--- config.mk ---
export PLATFORM = sky130hd
export DESIGN_NAME = indirect_register_access
export DESIGN_NICKNAME = d
export VERILOG_FILES = /design/src/rtl/analog_window_port.v /design/src/rtl/peripheral_bus_port.v /design/src/rtl/indirect_register_access.v
export VERILOG_INCLUDE_DIRS = /design/src /design/src/rtl
export SDC_FILE = /design/constraint.sdc
export NUM_CORES = 1
export LEC_CHECK = 0
export BUFFER_PORTS_ARGS = -buffer_cell sky130_fd_sc_hd__buf_2
export CAP_MARGIN = 20
export CORE_ASPECT_RATIO = 0.5
export CORE_UTILIZATION = 30
export CTS_BUF_LIST = sky130_fd_sc_hd__clkbuf_8
export DETAILED_ROUTE_END_ITERATION = 7
export PLACE_DENSITY_LB_ADDON = 0.25
export SYNTH_ARGS = -nofsm -noshare
export SYNTH_HDL_FRONTEND = slang
export SYNTH_SLANG_ARGS = --single-unit
--- constraint.sdc ---
create_clock -name clk_i -period 8 [get_ports clk_i]
set_input_delay 1.2 -clock clk_i [delete_from_list [all_inputs] [get_ports clk_i]]
set_output_delay 1.2 -clock clk_i [all_outputs]
set_load 0.03 [all_outputs]
--- src/rtl/indirect_access_defines.vh ---
// register offsets, field positions, codes and reset values of the bridge
`ifndef INDIRECT_ACCESS_DEFINES_VH
`define INDIRECT_ACCESS_DEFINES_VH

// ----------------------------------------------------------------
// register offsets
// ----------------------------------------------------------------
`define AW_CTL_ADDR     8'h40
`define AW_OFS_ADDR     8'h41
`define AW_VAL_ADDR     8'h42
`define BR_CTL_ADDR     8'h48
`define BR_ADL_ADDR     8'h49
`define BR_ADH_ADDR     8'h4A
`define BR_B0_ADDR      8'h4B
`define BR_B1_ADDR      8'h4C
`define BR_B2_ADDR      8'h4D
`define BR_B3_ADDR      8'h4E

// ----------------------------------------------------------------
// reset values and writable masks
// ----------------------------------------------------------------
`define REG_RESET       8'h00
`define WORD_RESET      32'h00000000
`define CTL_MASK        8'h1F

// ----------------------------------------------------------------
// field positions
// ----------------------------------------------------------------
`define AW_DIR_BIT      0
`define AW_INC_BIT      1
`define AW_SEL_LO       2
`define AW_SEL_HI       4
`define BR_EN_BIT       0
`define BR_RD_BIT       1
`define BR_INC_BIT      2
`define BR_SEL_LO       3
`define BR_SEL_HI       4

// ----------------------------------------------------------------
// target codes and address steps
// ----------------------------------------------------------------
`define AW_SEL_OFF      3'h0
`define AW_SEL_RX       3'h4
`define AW_SEL_TX       3'h5
`define BR_TGT_RX       2'h0
`define BR_TGT_SRAM     2'h1
`define BR_TGT_CFG      2'h2
`define BR_TGT_DIE      2'h3
`define AW_STEP         8'h01
`define BR_STEP_RX      16'h0004
`define BR_STEP_OTHER   16'h0001

`endif

--- src/rtl/analog_window_port.v ---
// handshake master toward the analog register blocks
`timescale 1ns/1ns
`include "indirect_access_defines.vh"

module analog_window_port (
  input  wire       clk_i,
  input  wire       rst_i,
  input  wire       start_i,
  input  wire       write_i,
  input  wire [2:0] sel_i,
  input  wire [7:0] offset_i,
  input  wire [7:0] wdata_i,
  output reg        done_o,
  output reg  [7:0] rdata_o,
  output reg        ana_req_o,
  output reg        ana_write_o,
  output reg        ana_target_o,
  output reg  [7:0] ana_addr_o,
  output reg  [7:0] ana_wdata_o,
  input  wire [7:0] ana_rdata_i,
  input  wire       ana_ack_i
);

  wire sel_ok;

  assign sel_ok = (sel_i == `AW_SEL_RX) || (sel_i == `AW_SEL_TX);

  always @(posedge clk_i or posedge rst_i) begin
    if (rst_i) begin
      done_o       <= 1'b0;
      rdata_o      <= `REG_RESET;
      ana_req_o    <= 1'b0;
      ana_write_o  <= 1'b0;
      ana_target_o <= 1'b0;
      ana_addr_o   <= `REG_RESET;
      ana_wdata_o  <= `REG_RESET;
    end else begin
      done_o <= 1'b0;
      if (start_i && sel_ok) begin
        ana_req_o    <= 1'b1;
        ana_write_o  <= write_i;
        ana_target_o <= (sel_i == `AW_SEL_TX);
        ana_addr_o   <= offset_i;
        ana_wdata_o  <= wdata_i;
      end else if (start_i) begin
        // off or reserved target: finish at once, nothing leaves
        done_o  <= 1'b1;
        rdata_o <= `REG_RESET;
      end else if (ana_req_o && ana_ack_i) begin
        ana_req_o <= 1'b0;
        done_o    <= 1'b1;
        if (!ana_write_o) begin
          rdata_o <= ana_rdata_i;
        end
      end
    end
  end

endmodule // analog_window_port

--- src/rtl/peripheral_bus_port.v ---
// single-transfer peripheral bus master, setup then access phase
`timescale 1ns/1ns
`include "indirect_access_defines.vh"

module peripheral_bus_port (
  input  wire        clk_i,
  input  wire        rst_i,
  input  wire        start_i,
  input  wire        write_i,
  input  wire        discard_i,
  input  wire [15:0] addr_i,
  input  wire [31:0] wdata_i,
  output reg         done_o,
  output reg  [31:0] rdata_o,
  output reg         psel_o,
  output reg         penable_o,
  output reg         pwrite_o,
  output reg  [15:0] paddr_o,
  output reg  [31:0] pwdata_o,
  input  wire [31:0] prdata_i,
  input  wire        pready_i
);

  localparam ST_IDLE   = 2'b00;
  localparam ST_SETUP  = 2'b01;
  localparam ST_ACCESS = 2'b10;

  reg [1:0] state_q;

  always @(posedge clk_i or posedge rst_i) begin
    if (rst_i) begin
      state_q   <= ST_IDLE;
      done_o    <= 1'b0;
      rdata_o   <= `WORD_RESET;
      psel_o    <= 1'b0;
      penable_o <= 1'b0;
      pwrite_o  <= 1'b0;
      paddr_o   <= 16'h0000;
      pwdata_o  <= `WORD_RESET;
    end else begin
      done_o <= 1'b0;
      case (state_q)
        ST_IDLE: begin
          if (start_i && discard_i) begin
            done_o <= 1'b1;
          end else if (start_i) begin
            psel_o   <= 1'b1;
            pwrite_o <= write_i;
            paddr_o  <= addr_i;
            pwdata_o <= wdata_i;
            state_q  <= ST_SETUP;
          end
        end
        ST_SETUP: begin
          penable_o <= 1'b1;
          state_q   <= ST_ACCESS;
        end
        ST_ACCESS: begin
          if (pready_i) begin
            psel_o    <= 1'b0;
            penable_o <= 1'b0;
            done_o    <= 1'b1;
            if (!pwrite_o) begin
              rdata_o <= prdata_i;
            end
            state_q <= ST_IDLE;
          end
        end
        default: begin
          state_q <= ST_IDLE;
        end
      endcase
    end
  end

endmodule // peripheral_bus_port

--- src/rtl/indirect_register_access.v ---
// windowed indirect access to analog registers and the peripheral bus
`timescale 1ns/1ns
`include "indirect_access_defines.vh"

// Behaviour
// - select field picks analog target or off
// - analog offset steps by one after access
// - direction bit: zero writes, one reads
// - offset register addresses analog target register
// - value write launches indirect analog write
// - value read returns selected analog register
// - bridge target field picks bus space
// - bridge address steps four or one
// - read-start bit fetches word into bytes
// - read-start bit self-clears after read completes
// - bridge works only while enabled
// - address bytes at 0x49 and 0x4A
// - word bytes 0,1 at 0x4B, 0x4C
// - all window registers reset to zero
// - word bytes 2,3 at 0x4D, 0x4E
module indirect_register_access (
  input  wire        clk_i,
  input  wire        rst_i,
  input  wire [7:0]  reg_addr_i,
  input  wire [7:0]  reg_wdata_i,
  input  wire        reg_wr_i,
  input  wire        reg_rd_i,
  output reg  [7:0]  reg_rdata_o,
  output reg         reg_ack_o,
  output wire        ana_req_o,
  output wire        ana_write_o,
  output wire        ana_target_o,
  output wire [7:0]  ana_addr_o,
  output wire [7:0]  ana_wdata_o,
  input  wire [7:0]  ana_rdata_i,
  input  wire        ana_ack_i,
  output wire        psel_o,
  output wire        penable_o,
  output wire        pwrite_o,
  output wire [15:0] paddr_o,
  output wire [31:0] pwdata_o,
  input  wire [31:0] prdata_i,
  input  wire        pready_i,
  output wire [1:0]  bus_target_o
);

  // ----------------------------------------------------------------
  // host port sequencing
  // ----------------------------------------------------------------
  localparam ST_IDLE = 1'b0;
  localparam ST_ANA  = 1'b1;

  reg         state_q;
  reg         state_d;
  reg  [7:0]  actl_q;
  reg  [7:0]  aofs_q;
  reg  [7:0]  aval_q;
  reg         ard_q;
  reg  [7:0]  bctl_q;
  reg  [15:0] badr_q;
  reg  [31:0] bword_q;
  reg         bbusy_q;
  reg  [7:0]  rdata_d;

  wire        host_wr;
  wire        host_rd;
  wire        hit_actl;
  wire        hit_aofs;
  wire        hit_aval;
  wire        hit_bctl;
  wire        hit_badl;
  wire        hit_badh;
  wire        hit_b0;
  wire        hit_b1;
  wire        hit_b2;
  wire        hit_b3;
  wire        hit_bridge;
  wire        bwr_ok;
  wire        ana_dir;
  wire        ana_start;
  wire        ana_done;
  wire [7:0]  ana_rdata;
  wire        br_rd_start;
  wire        br_wr_start;
  wire        br_start;
  wire        br_discard;
  wire        br_done;
  wire [31:0] br_rdata;
  wire [15:0] br_step;

  // requests are taken only while no analog access is outstanding
  assign host_wr = reg_wr_i && (state_q == ST_IDLE);
  assign host_rd = reg_rd_i && (state_q == ST_IDLE);

  // ----------------------------------------------------------------
  // address decode
  // ----------------------------------------------------------------
  assign hit_actl = (reg_addr_i == `AW_CTL_ADDR);
  assign hit_aofs = (reg_addr_i == `AW_OFS_ADDR);
  assign hit_aval = (reg_addr_i == `AW_VAL_ADDR);
  assign hit_bctl = (reg_addr_i == `BR_CTL_ADDR);
  assign hit_badl = (reg_addr_i == `BR_ADL_ADDR);
  assign hit_badh = (reg_addr_i == `BR_ADH_ADDR);
  assign hit_b0   = (reg_addr_i == `BR_B0_ADDR);
  assign hit_b1   = (reg_addr_i == `BR_B1_ADDR);
  assign hit_b2   = (reg_addr_i == `BR_B2_ADDR);
  assign hit_b3   = (reg_addr_i == `BR_B3_ADDR);

  assign hit_bridge = hit_bctl | hit_badl | hit_badh |
                      hit_b0 | hit_b1 | hit_b2 | hit_b3;

  // bridge registers are frozen while a bus transfer is in flight,
  // so the address and data under the transfer cannot shift
  assign bwr_ok = host_wr && !bbusy_q;

  // ----------------------------------------------------------------
  // analog window launch
  // ----------------------------------------------------------------
  assign ana_dir = actl_q[`AW_DIR_BIT];

  // a value write launches only in write direction, a value read only
  // in read direction; otherwise the value register acts as storage
  assign ana_start = (host_wr && hit_aval && !ana_dir) ||
                     (host_rd && hit_aval && ana_dir);

  analog_window_port u_analog_window_port (
    .clk_i        (clk_i),
    .rst_i        (rst_i),
    .start_i      (ana_start),
    .write_i      (host_wr),
    .sel_i        (actl_q[`AW_SEL_HI:`AW_SEL_LO]),
    .offset_i     (aofs_q),
    .wdata_i      (reg_wdata_i),
    .done_o       (ana_done),
    .rdata_o      (ana_rdata),
    .ana_req_o    (ana_req_o),
    .ana_write_o  (ana_write_o),
    .ana_target_o (ana_target_o),
    .ana_addr_o   (ana_addr_o),
    .ana_wdata_o  (ana_wdata_o),
    .ana_rdata_i  (ana_rdata_i),
    .ana_ack_i    (ana_ack_i)
  );

  // ----------------------------------------------------------------
  // bridge launch
  // ----------------------------------------------------------------
  // the read uses whatever address bytes are loaded at that moment
  assign br_rd_start = bwr_ok && hit_bctl &&
                       reg_wdata_i[`BR_EN_BIT] &&
                       reg_wdata_i[`BR_RD_BIT];

  // storing the top byte sends the whole word out; for a read-only target it is dropped
  assign br_wr_start = bwr_ok && hit_b3 && bctl_q[`BR_EN_BIT];

  assign br_start = br_rd_start || br_wr_start;

  assign br_discard = br_wr_start &&
    ((bctl_q[`BR_SEL_HI:`BR_SEL_LO] == `BR_TGT_CFG) ||
     (bctl_q[`BR_SEL_HI:`BR_SEL_LO] == `BR_TGT_DIE));

  assign br_step = (bctl_q[`BR_SEL_HI:`BR_SEL_LO] == `BR_TGT_RX) ?
                   `BR_STEP_RX : `BR_STEP_OTHER;

  assign bus_target_o = bctl_q[`BR_SEL_HI:`BR_SEL_LO];

  peripheral_bus_port u_peripheral_bus_port (
    .clk_i     (clk_i),
    .rst_i     (rst_i),
    .start_i   (br_start),
    .write_i   (br_wr_start),
    .discard_i (br_discard),
    .addr_i    (badr_q),
    .wdata_i   ({reg_wdata_i, bword_q[23:0]}),
    .done_o    (br_done),
    .rdata_o   (br_rdata),
    .psel_o    (psel_o),
    .penable_o (penable_o),
    .pwrite_o  (pwrite_o),
    .paddr_o   (paddr_o),
    .pwdata_o  (pwdata_o),
    .prdata_i  (prdata_i),
    .pready_i  (pready_i)
  );

  // ----------------------------------------------------------------
  // read mux
  // ----------------------------------------------------------------
  always @* begin
    rdata_d = `REG_RESET;
    case (reg_addr_i)
      `AW_CTL_ADDR: rdata_d = actl_q;
      `AW_OFS_ADDR: rdata_d = aofs_q;
      `AW_VAL_ADDR: rdata_d = aval_q;
      `BR_CTL_ADDR: rdata_d = bctl_q;
      `BR_ADL_ADDR: rdata_d = badr_q[7:0];
      `BR_ADH_ADDR: rdata_d = badr_q[15:8];
      `BR_B0_ADDR:  rdata_d = bword_q[7:0];
      `BR_B1_ADDR:  rdata_d = bword_q[15:8];
      `BR_B2_ADDR:  rdata_d = bword_q[23:16];
      `BR_B3_ADDR:  rdata_d = bword_q[31:24];
      default:      rdata_d = `REG_RESET;
    endcase
  end

  // ----------------------------------------------------------------
  // sequencing state
  // ----------------------------------------------------------------
  always @* begin
    state_d = state_q;
    case (state_q)
      ST_IDLE: begin
        if (ana_start) begin
          state_d = ST_ANA;
        end
      end
      ST_ANA: begin
        if (ana_done) begin
          state_d = ST_IDLE;
        end
      end
      default: begin
        state_d = ST_IDLE;
      end
    endcase
  end

  // ----------------------------------------------------------------
  // host answer
  // ----------------------------------------------------------------
  always @(posedge clk_i or posedge rst_i) begin
    if (rst_i) begin
      state_q     <= ST_IDLE;
      ard_q       <= 1'b0;
      reg_ack_o   <= 1'b0;
      reg_rdata_o <= `REG_RESET;
    end else begin
      state_q   <= state_d;
      reg_ack_o <= 1'b0;
      if (ana_start) begin
        ard_q <= host_rd;
      end
      if (ana_done) begin
        reg_ack_o <= 1'b1;
        if (ard_q) begin
          reg_rdata_o <= ana_rdata;
        end
      end else if ((host_wr || host_rd) && !ana_start) begin
        reg_ack_o <= 1'b1;
        if (host_rd) begin
          reg_rdata_o <= rdata_d;
        end
      end
    end
  end

  // ----------------------------------------------------------------
  // analog window registers
  // ----------------------------------------------------------------
  always @(posedge clk_i or posedge rst_i) begin
    if (rst_i) begin
      actl_q <= `REG_RESET;
      aofs_q <= `REG_RESET;
      aval_q <= `REG_RESET;
    end else begin
      if (host_wr && hit_actl) begin
        actl_q <= reg_wdata_i & `CTL_MASK;
      end
      if (host_wr && hit_aofs) begin
        aofs_q <= reg_wdata_i;
      end else if (ana_done && actl_q[`AW_INC_BIT]) begin
        aofs_q <= aofs_q + `AW_STEP;
      end
      if (host_wr && hit_aval) begin
        aval_q <= reg_wdata_i;
      end else if (ana_done && ard_q) begin
        aval_q <= ana_rdata;
      end
    end
  end

  // ----------------------------------------------------------------
  // bridge registers
  // ----------------------------------------------------------------
  always @(posedge clk_i or posedge rst_i) begin
    if (rst_i) begin
      bctl_q  <= `REG_RESET;
      badr_q  <= {`REG_RESET, `REG_RESET};
      bword_q <= `WORD_RESET;
      bbusy_q <= 1'b0;
    end else begin
      if (br_start) begin
        bbusy_q <= 1'b1;
      end else if (br_done) begin
        bbusy_q <= 1'b0;
      end
      if (bwr_ok && hit_bctl) begin
        // start bit only sticks when a read really launches
        bctl_q <= reg_wdata_i & `CTL_MASK;
        bctl_q[`BR_RD_BIT] <= br_rd_start;
      end else if (br_done) begin
        bctl_q[`BR_RD_BIT] <= 1'b0;
      end
      if (bwr_ok && hit_badl) begin
        badr_q[7:0] <= reg_wdata_i;
      end else if (bwr_ok && hit_badh) begin
        badr_q[15:8] <= reg_wdata_i;
      end else if (br_done && bctl_q[`BR_INC_BIT]) begin
        badr_q <= badr_q + br_step;
      end
      // only a read that really ran refills the word; a dropped write to
      // a read-only target leaves pwrite_o stale, so it is not trusted
      if (br_done && bctl_q[`BR_RD_BIT] &&
          !bword_wr_hit(bwr_ok, hit_bridge)) begin
        bword_q <= br_rdata;
      end else if (bwr_ok && hit_b0) begin
        bword_q[7:0] <= reg_wdata_i;
      end else if (bwr_ok && hit_b1) begin
        bword_q[15:8] <= reg_wdata_i;
      end else if (bwr_ok && hit_b2) begin
        bword_q[23:16] <= reg_wdata_i;
      end else if (bwr_ok && hit_b3) begin
        bword_q[31:24] <= reg_wdata_i;
      end
    end
  end

  // ----------------------------------------------------------------
  // helper
  // ----------------------------------------------------------------
  // while busy bwr_ok is low, so a finishing read never races a store;
  // kept as a function so the guard reads plainly above
  function bword_wr_hit;
    input ok;
    input hit;
    begin
      bword_wr_hit = ok & hit;
    end
  endfunction

endmodule // indirect_register_access

## Word level (Yosys, flattened, before mapping)

Cells that the tools add are included.
Widths: inputs -> output; s select.

| cells by class | value |
|---|---|
| bitwise gates (word level) | 12 |
| $add $sub $neg | 2 |
| equal/unequal tests | 26 |
| reductions and logical operators | 69 |
| multiplexer cells | 51 |

Operators by type and width:

| kind | number |
|---|---|
| $mux 8 | 19 |
| $eq 8x7->1 const B | 10 |
| $pmux 8 s10 | 1 |
| $mux 16 | 2 |
| $mux 32 | 1 |
| $reduce_bool 2->1 | 16 |
| $logic_and 1x1->1 | 29 |
| $mux 24 | 1 |
| $mux 1 | 18 |
| $reduce_and 3->1 | 6 |
| $add 16x3->16 | 1 |
| $ne 2x2->1 const B | 8 |
| $reduce_and 2->1 | 5 |
| $add 8x1->8 const B | 1 |
| $pmux 1 s2 | 4 |
| $reduce_and 4->1 | 2 |
| $eq 2x2->1 const B | 3 |
| $eq 3x3->1 const B | 2 |
| $mux 2 | 3 |
| $or 1x1->1 | 6 |
| $pmux 2 s3 | 1 |
| $logic_or 1x1->1 | 5 |
| $not 1->1 | 5 |
| $logic_not 1->1 | 4 |
| other kinds (5) | 7 |

| word-level totals | value |
|---|---|
| register bits | 200 |
| output and inout port bits | 81 |
| input bits | 62 |
| word-level logic and storage cells | 191 |

## Longest topological paths before layout

| depth | value |
|---|---|
| depth in word-level cells | 12 |
| gate-level depth with buffers | 8 |
| depth with buffers taken out | 8 |

## Hierarchy

Synthesis repeated with hierarchy kept, for this count alone.

| unflattened totals | value |
|---|---|
| cell total of the unflattened synthesis | 814 |
| area total of the unflattened synthesis | 9,495.4 um^2 |

Modules (own cells, without submodules):

| module | area an instance (um^2) | seq. area each (um^2) | instances | cells each |
|---|---|---|---|---|
| indirect_register_access | 5,018.6 | 2,152.1 | 1 | 548 |
| peripheral_bus_port | 3,311.9 | 2,152.1 | 1 | 191 |
| analog_window_port | 1,164.9 | 700.7 | 1 | 75 |

## Worst setup path before layout

OpenSTA, ideal clock, no wires.

| timing | value |
|---|---|
| path kind | input-to-reg |
| start point | input port reg_addr_i[5] |
| end point | register u_peripheral_bus_port.pwdata_o[24] |
| arrival | 3,359 ps |
| stages on the path | 8 |
| data required time | 7,872 ps |
| path buffers | 3 |
| library setup time | 128 ps |
| setup slack | 4,513 ps |
| cell sequence | or4b_1 -> buf_2 -> nor4_4 -> nand3_2 -> o32ai_4 -> buf_6 -> buf_8 -> mux2_1 |

| between the ends | value |
|---|---|
| word-level cells in the longest chain between the ends | 8 |
| elaborated cells between the ends (all ways) | 12 |
| those cells by class | 2 x eq/ne; 1 x bitwise; 9 x reduce/logical |

RTL lines:

| item | RTL line | text |
|---|---|---|
| start, declared | indirect_register_access.v:24 | `input wire [7:0] reg_addr_i,` |
| $eq 8x7->1 | - |  |
| $logic_and 1x1->1 (3 in series) | indirect_register_access.v:149 | `assign br_rd_start = bwr_ok && hit_bctl &&` |
| $logic_or 1x1->1 | indirect_register_access.v:156 | `assign br_start = br_rd_start \|\| br_wr_start;` |
| $logic_and 1x1->1 | peripheral_bus_port.v:44 | `if (start_i && discard_i) begin` |
| $not 1->1 (no line) | - |  |
| $reduce_and 3->1 (no line) (*) | - |  |
| end signal, assigned | peripheral_bus_port.v:39 | `` pwdata_o <= `WORD_RESET; `` |
| end signal, assigned | peripheral_bus_port.v:50 | `pwdata_o <= wdata_i;` |
| end, declared | peripheral_bus_port.v:19 | `output reg [31:0] pwdata_o,` |

Every way passes the cells marked *; elsewhere a longest branch is shown, timed or not.
A chain may end at the register's enable or synchronous reset.

## Final worst setup path

| timing | value |
|---|---|
| start point | input port reg_addr_i[5] |
| end point | register u_analog_window_port.rdata_o[3] |

| between the ends | value |
|---|---|
| word-level cells in the longest chain between the ends | 7 |
| elaborated cells between the ends (all ways) | 12 |
| those cells by class | 2 x eq/ne; 1 x mux; 1 x bitwise; 8 x reduce/logical |

RTL lines:

| item | RTL line | text |
|---|---|---|
| $eq 8x7->1 (*) | - |  |
| $logic_and 1x1->1, on equally long branches (2 in series) | indirect_register_access.v:123, indirect_register_access.v:124 |  |
| $logic_or 1x1->1 (*) | indirect_register_access.v:123 | `assign ana_start = (host_wr && hit_aval && !ana_dir) \|\|` |
| branches (longest 3 deep; another with $reduce_and 3->1) | - |  |
| end signal, assigned | analog_window_port.v:31 | `` rdata_o <= `REG_RESET; `` |
| end signal, assigned | analog_window_port.v:48 | `` rdata_o <= `REG_RESET; `` |
| end signal, assigned | analog_window_port.v:53 | `rdata_o <= ana_rdata_i;` |
| end, declared | analog_window_port.v:14 | `output reg [7:0] rdata_o,` |

Every way passes the cells marked *.

==> impl_metrics.json <==
{
  "tritoncts": "done",
  "min-delay-start": "u_peripheral_bus_port.rdata_o[8]$_DFFE_PP0P_",
  "die_area_mm2": 0.0319,
  "grt_pass1_vias": 6743,
  "dpl.hpwl_um": 20200,
  "grt_pass1_wl_um": 42800,
  "min_to": "bword_q[8]$_DFFE_PP0P_",
  "synth_area_leaders": "dfrtp_1 53%, mux2_2 13%, mux2i_1 5.7%",
  "drt-pass1-iter-count": 5,
  "initial_core_util_pct": 30.7,
  "worstPathRequired_ps": 8440,
  "syn_area_per_cell_um2": 11.4,
  "cts_resized": 0,
  "port_buffers": 142,
  "wl_met1_um": 14200,
  "wl_per_cell_um": 20.6,
  "ys_warn_count": 0,
  "dr.first_iter.drc_count": 650,
  "vias": 6864,
  "gp_congestion": 0.895,
  "wl_met2_um": 12600,
  "netlist-cell-type-count": 61,
  "ctsHoldBuffers": 0,
  "wl_met3_um": 1180,
  "end_kind": "register",
  "final_min_period_over_clock_period_pct": 52.4,
  "synth_edf_count": 0,
  "tightest_slew_ps": 1030,
  "r2r-start": "state_q$_DFF_PP0_",
  "clock.fmax_mhz": 238,
  "synth_area_mm2": 0.00936,
  "final_util_pct": 35.5,
  "highest_layer": "met4",
  "drv_cap": 0,
  "ant_nets": 0,
  "clockBufferDepth": 2,
  "grt-ovfl-total": 0,
  "post-synth-top-count-cell": "dfrtp_1",
  "synthCells": 818,
  "max_slew_margin_pct": 31.3,
  "synth_fp_nets": 884,
  "finalPower_mw": 1.77,
  "ys.flop_type": "dfrtp_1",
  "hold_path.class": "register to register",
  "start_kind": "input port",
  "htree_levels": 4,
  "rows": 45,
  "r2r_slack_ps": 4810,
  "ios": 143,
  "yosysSeqAreaShare_pct": 53.5,
  "dp.cells": 1338,
  "synthArstFlopShare_pct": 100,
  "rsz0062_at_grt": "false",
  "reg2reg_depth": 5,
  "synth_top_cell_area_share_pct": 53.5,
  "nets": 1000,
  "clk-insertion-delay-late_ps": 500,
  "fill_cells": 3091,
  "fin_skew_ps": 22.2,
  "tns_ps": 0,
  "die_h_um": 127,
  "clock_sinks": 200,
  "timing.final.crit_period_ps": 4190,
  "antenna_found_initial": 2,
  "clockRootBuffer": "clkbuf_8",
  "synthTopCellsByCount": "200 x dfrtp_1, 104 x mux2_2, 76 x nand2_1, 59 x o21ai_0, 53 x mux2i_1",
  "path_max_fanout": 22,
  "clk_pin_slew_ps": 110,
  "die_w_um": 252,
  "setup_viol": 0,
  "grt_start_max_net_pins": 128,
  "irDropWorstVdd_uv": 109,
  "area_growth_syn_to_layout_pct": 15.8,
  "core_mm2": 0.0305,
  "finalHoldViolCount": 0,
  "post-cts-setup-buffers": 0,
  "cp.arrival_ps": 4630,
  "drive_gt1_share_pct": 31.5,
  "cts_buffers": 17,
  "crit_type": "input port to register",
  "p_leak_nw": 5.41,
  "vias_per_cell": 5.00,
  "synth_seq_cells": 200,
  "final_cells": 1372,
  "reg2reg_to": "badr_q[10]$_DFFE_PP0P_",
  "slew_viol_final": 0,
  "yosysTopAreaCell": "dfrtp_1",
  "drcViolationCount": 0,
  "grt_usage_pct": 18.0,
  "status": "complete, no violations",
  "drt-total-wl_um": 28300,
  "powerDensity_mw_per_mm2": 163,
  "min_path_cells": 2
}
[layout by cell type, fill, tap and decap left out, types with 5 or more instances in the layout]
| cell | instances |
|---|---|
| a22oi_1 | 8 |
| o21ai_0 | 59 |
| mux2_2 | 104 |
| a22o_1 | 21 |
| mux2_1 | 9 |
| a31oi_1 | 5 |
| buf_4 | 6 |
| nor2b_1 | 6 |
| nor4b_1 | 5 |
| a21oi_1 | 43 |
| nor3_1 | 9 |
| nand3_1 | 17 |
| nand4_1 | 9 |
| clkbuf_8 | 17 |
| a21boi_0 | 5 |
| nand2b_1 | 6 |
| xnor2_1 | 9 |
| buf_2 | 142 |
| nor4_1 | 5 |
| and3_1 | 7 |
| nand2_1 | 76 |
| inv_1 | 9 |
| dfrtp_1 | 200 |
| nor2_1 | 37 |
| nand3b_1 | 7 |
| mux2i_1 | 53 |
[worst max-delay path by stage]
| stage | start | end |
|---|---|---|
| after floorplan | rst_i | actl_q[0]$_DFFE_PP0P_ |
| after global placement | reg_addr_i[5] | u_analog_window_port.rdata_o[4]$_DFFE_PP0P_ |
| final | reg_addr_i[5] | u_analog_window_port.rdata_o[3]$_DFFE_PP0P_ |
| after detailed placement | reg_addr_i[5] | u_analog_window_port.rdata_o[4]$_DFFE_PP0P_ |
| after global routing | reg_addr_i[5] | u_analog_window_port.rdata_o[3]$_DFFE_PP0P_ |
| after CTS | reg_addr_i[5] | u_analog_window_port.rdata_o[4]$_DFFE_PP0P_ |
[where the power goes]
| part | switching (mW) | leakage (nW) | internal (mW) |
|---|---|---|---|
| registers | 0.0126 | 2.66 | 1.02 |
| logic | 0.0738 | 2.55 | 0.0329 |
| clock network | 0.400 | 0.188 | 0.228 |
| total | 0.487 | 5.41 | 1.28 |
[state kept, by name (all words and copies together) (netlist names), 2 cells and up]
name / count
actl_q: 5
aofs_q: 8
aval_q: 8
badr_q: 16
bctl_q: 5
bword_q: 32
reg_rdata_o: 8
u_analog_window_port.ana_addr_o: 8
u_analog_window_port.ana_wdata_o: 8
u_analog_window_port.rdata_o: 8
u_peripheral_bus_port.paddr_o: 16
u_peripheral_bus_port.pwdata_o: 32
u_peripheral_bus_port.rdata_o: 32
u_peripheral_bus_port.state_q: 2
[routing by layer]
metal | track usage, % | vias to the layer above
met5 | 0 | -
met4 | 3.73 | 0
met3 | 4.04 | 12
met2 | 27.0 | 148
met1 | 26.5 | 3511
li1 | - | 3193
[critical path, stage by stage]
cell,delay [ps]
buf_2,100
or4b_1,910
nor4_4,670
nand3b_1,840
o21ai_1,670
a22o_1,220
[final cells by class]
type | instances | area [um2] | share of cell area, %
multi-input combinational | 558 | 4120 | 38.0
inverter | 9 | 41.3 | 0.381
clock buffer | 17 | 234 | 2.16
tap | 423 | 529 | 4.89
antenna | 2 | 5.00 | 0.0462
sequential | 200 | 5000 | 46.2
clock inverter | 15 | 144 | 1.33
timing repair buffer | 148 | 756 | 6.98
[stage by stage]
step,instance area [um2],hold WS (ps),setup WS [ps]
CTS,10800,493,3770
finish,10800,487,3810
global route,10800,515,3500
floorplan,9360,446,1350
detailed placement,10400,465,3230
global placement,10400,461,3400
[logic make-up after synthesis]
kind of cell,count (synthesis),synth area share (%)
flip-flops,200,53.5
AND/OR/NAND/NOR,204,11.2
buffers and inverters,60,2.82
XOR/XNOR,13,1.22
multiplexers,166,19.3
AO/OA/AOI/OAI,170,11.4
adder cells (fa/ha/maj),5,0.642
(Power assumes the default switching activity.)
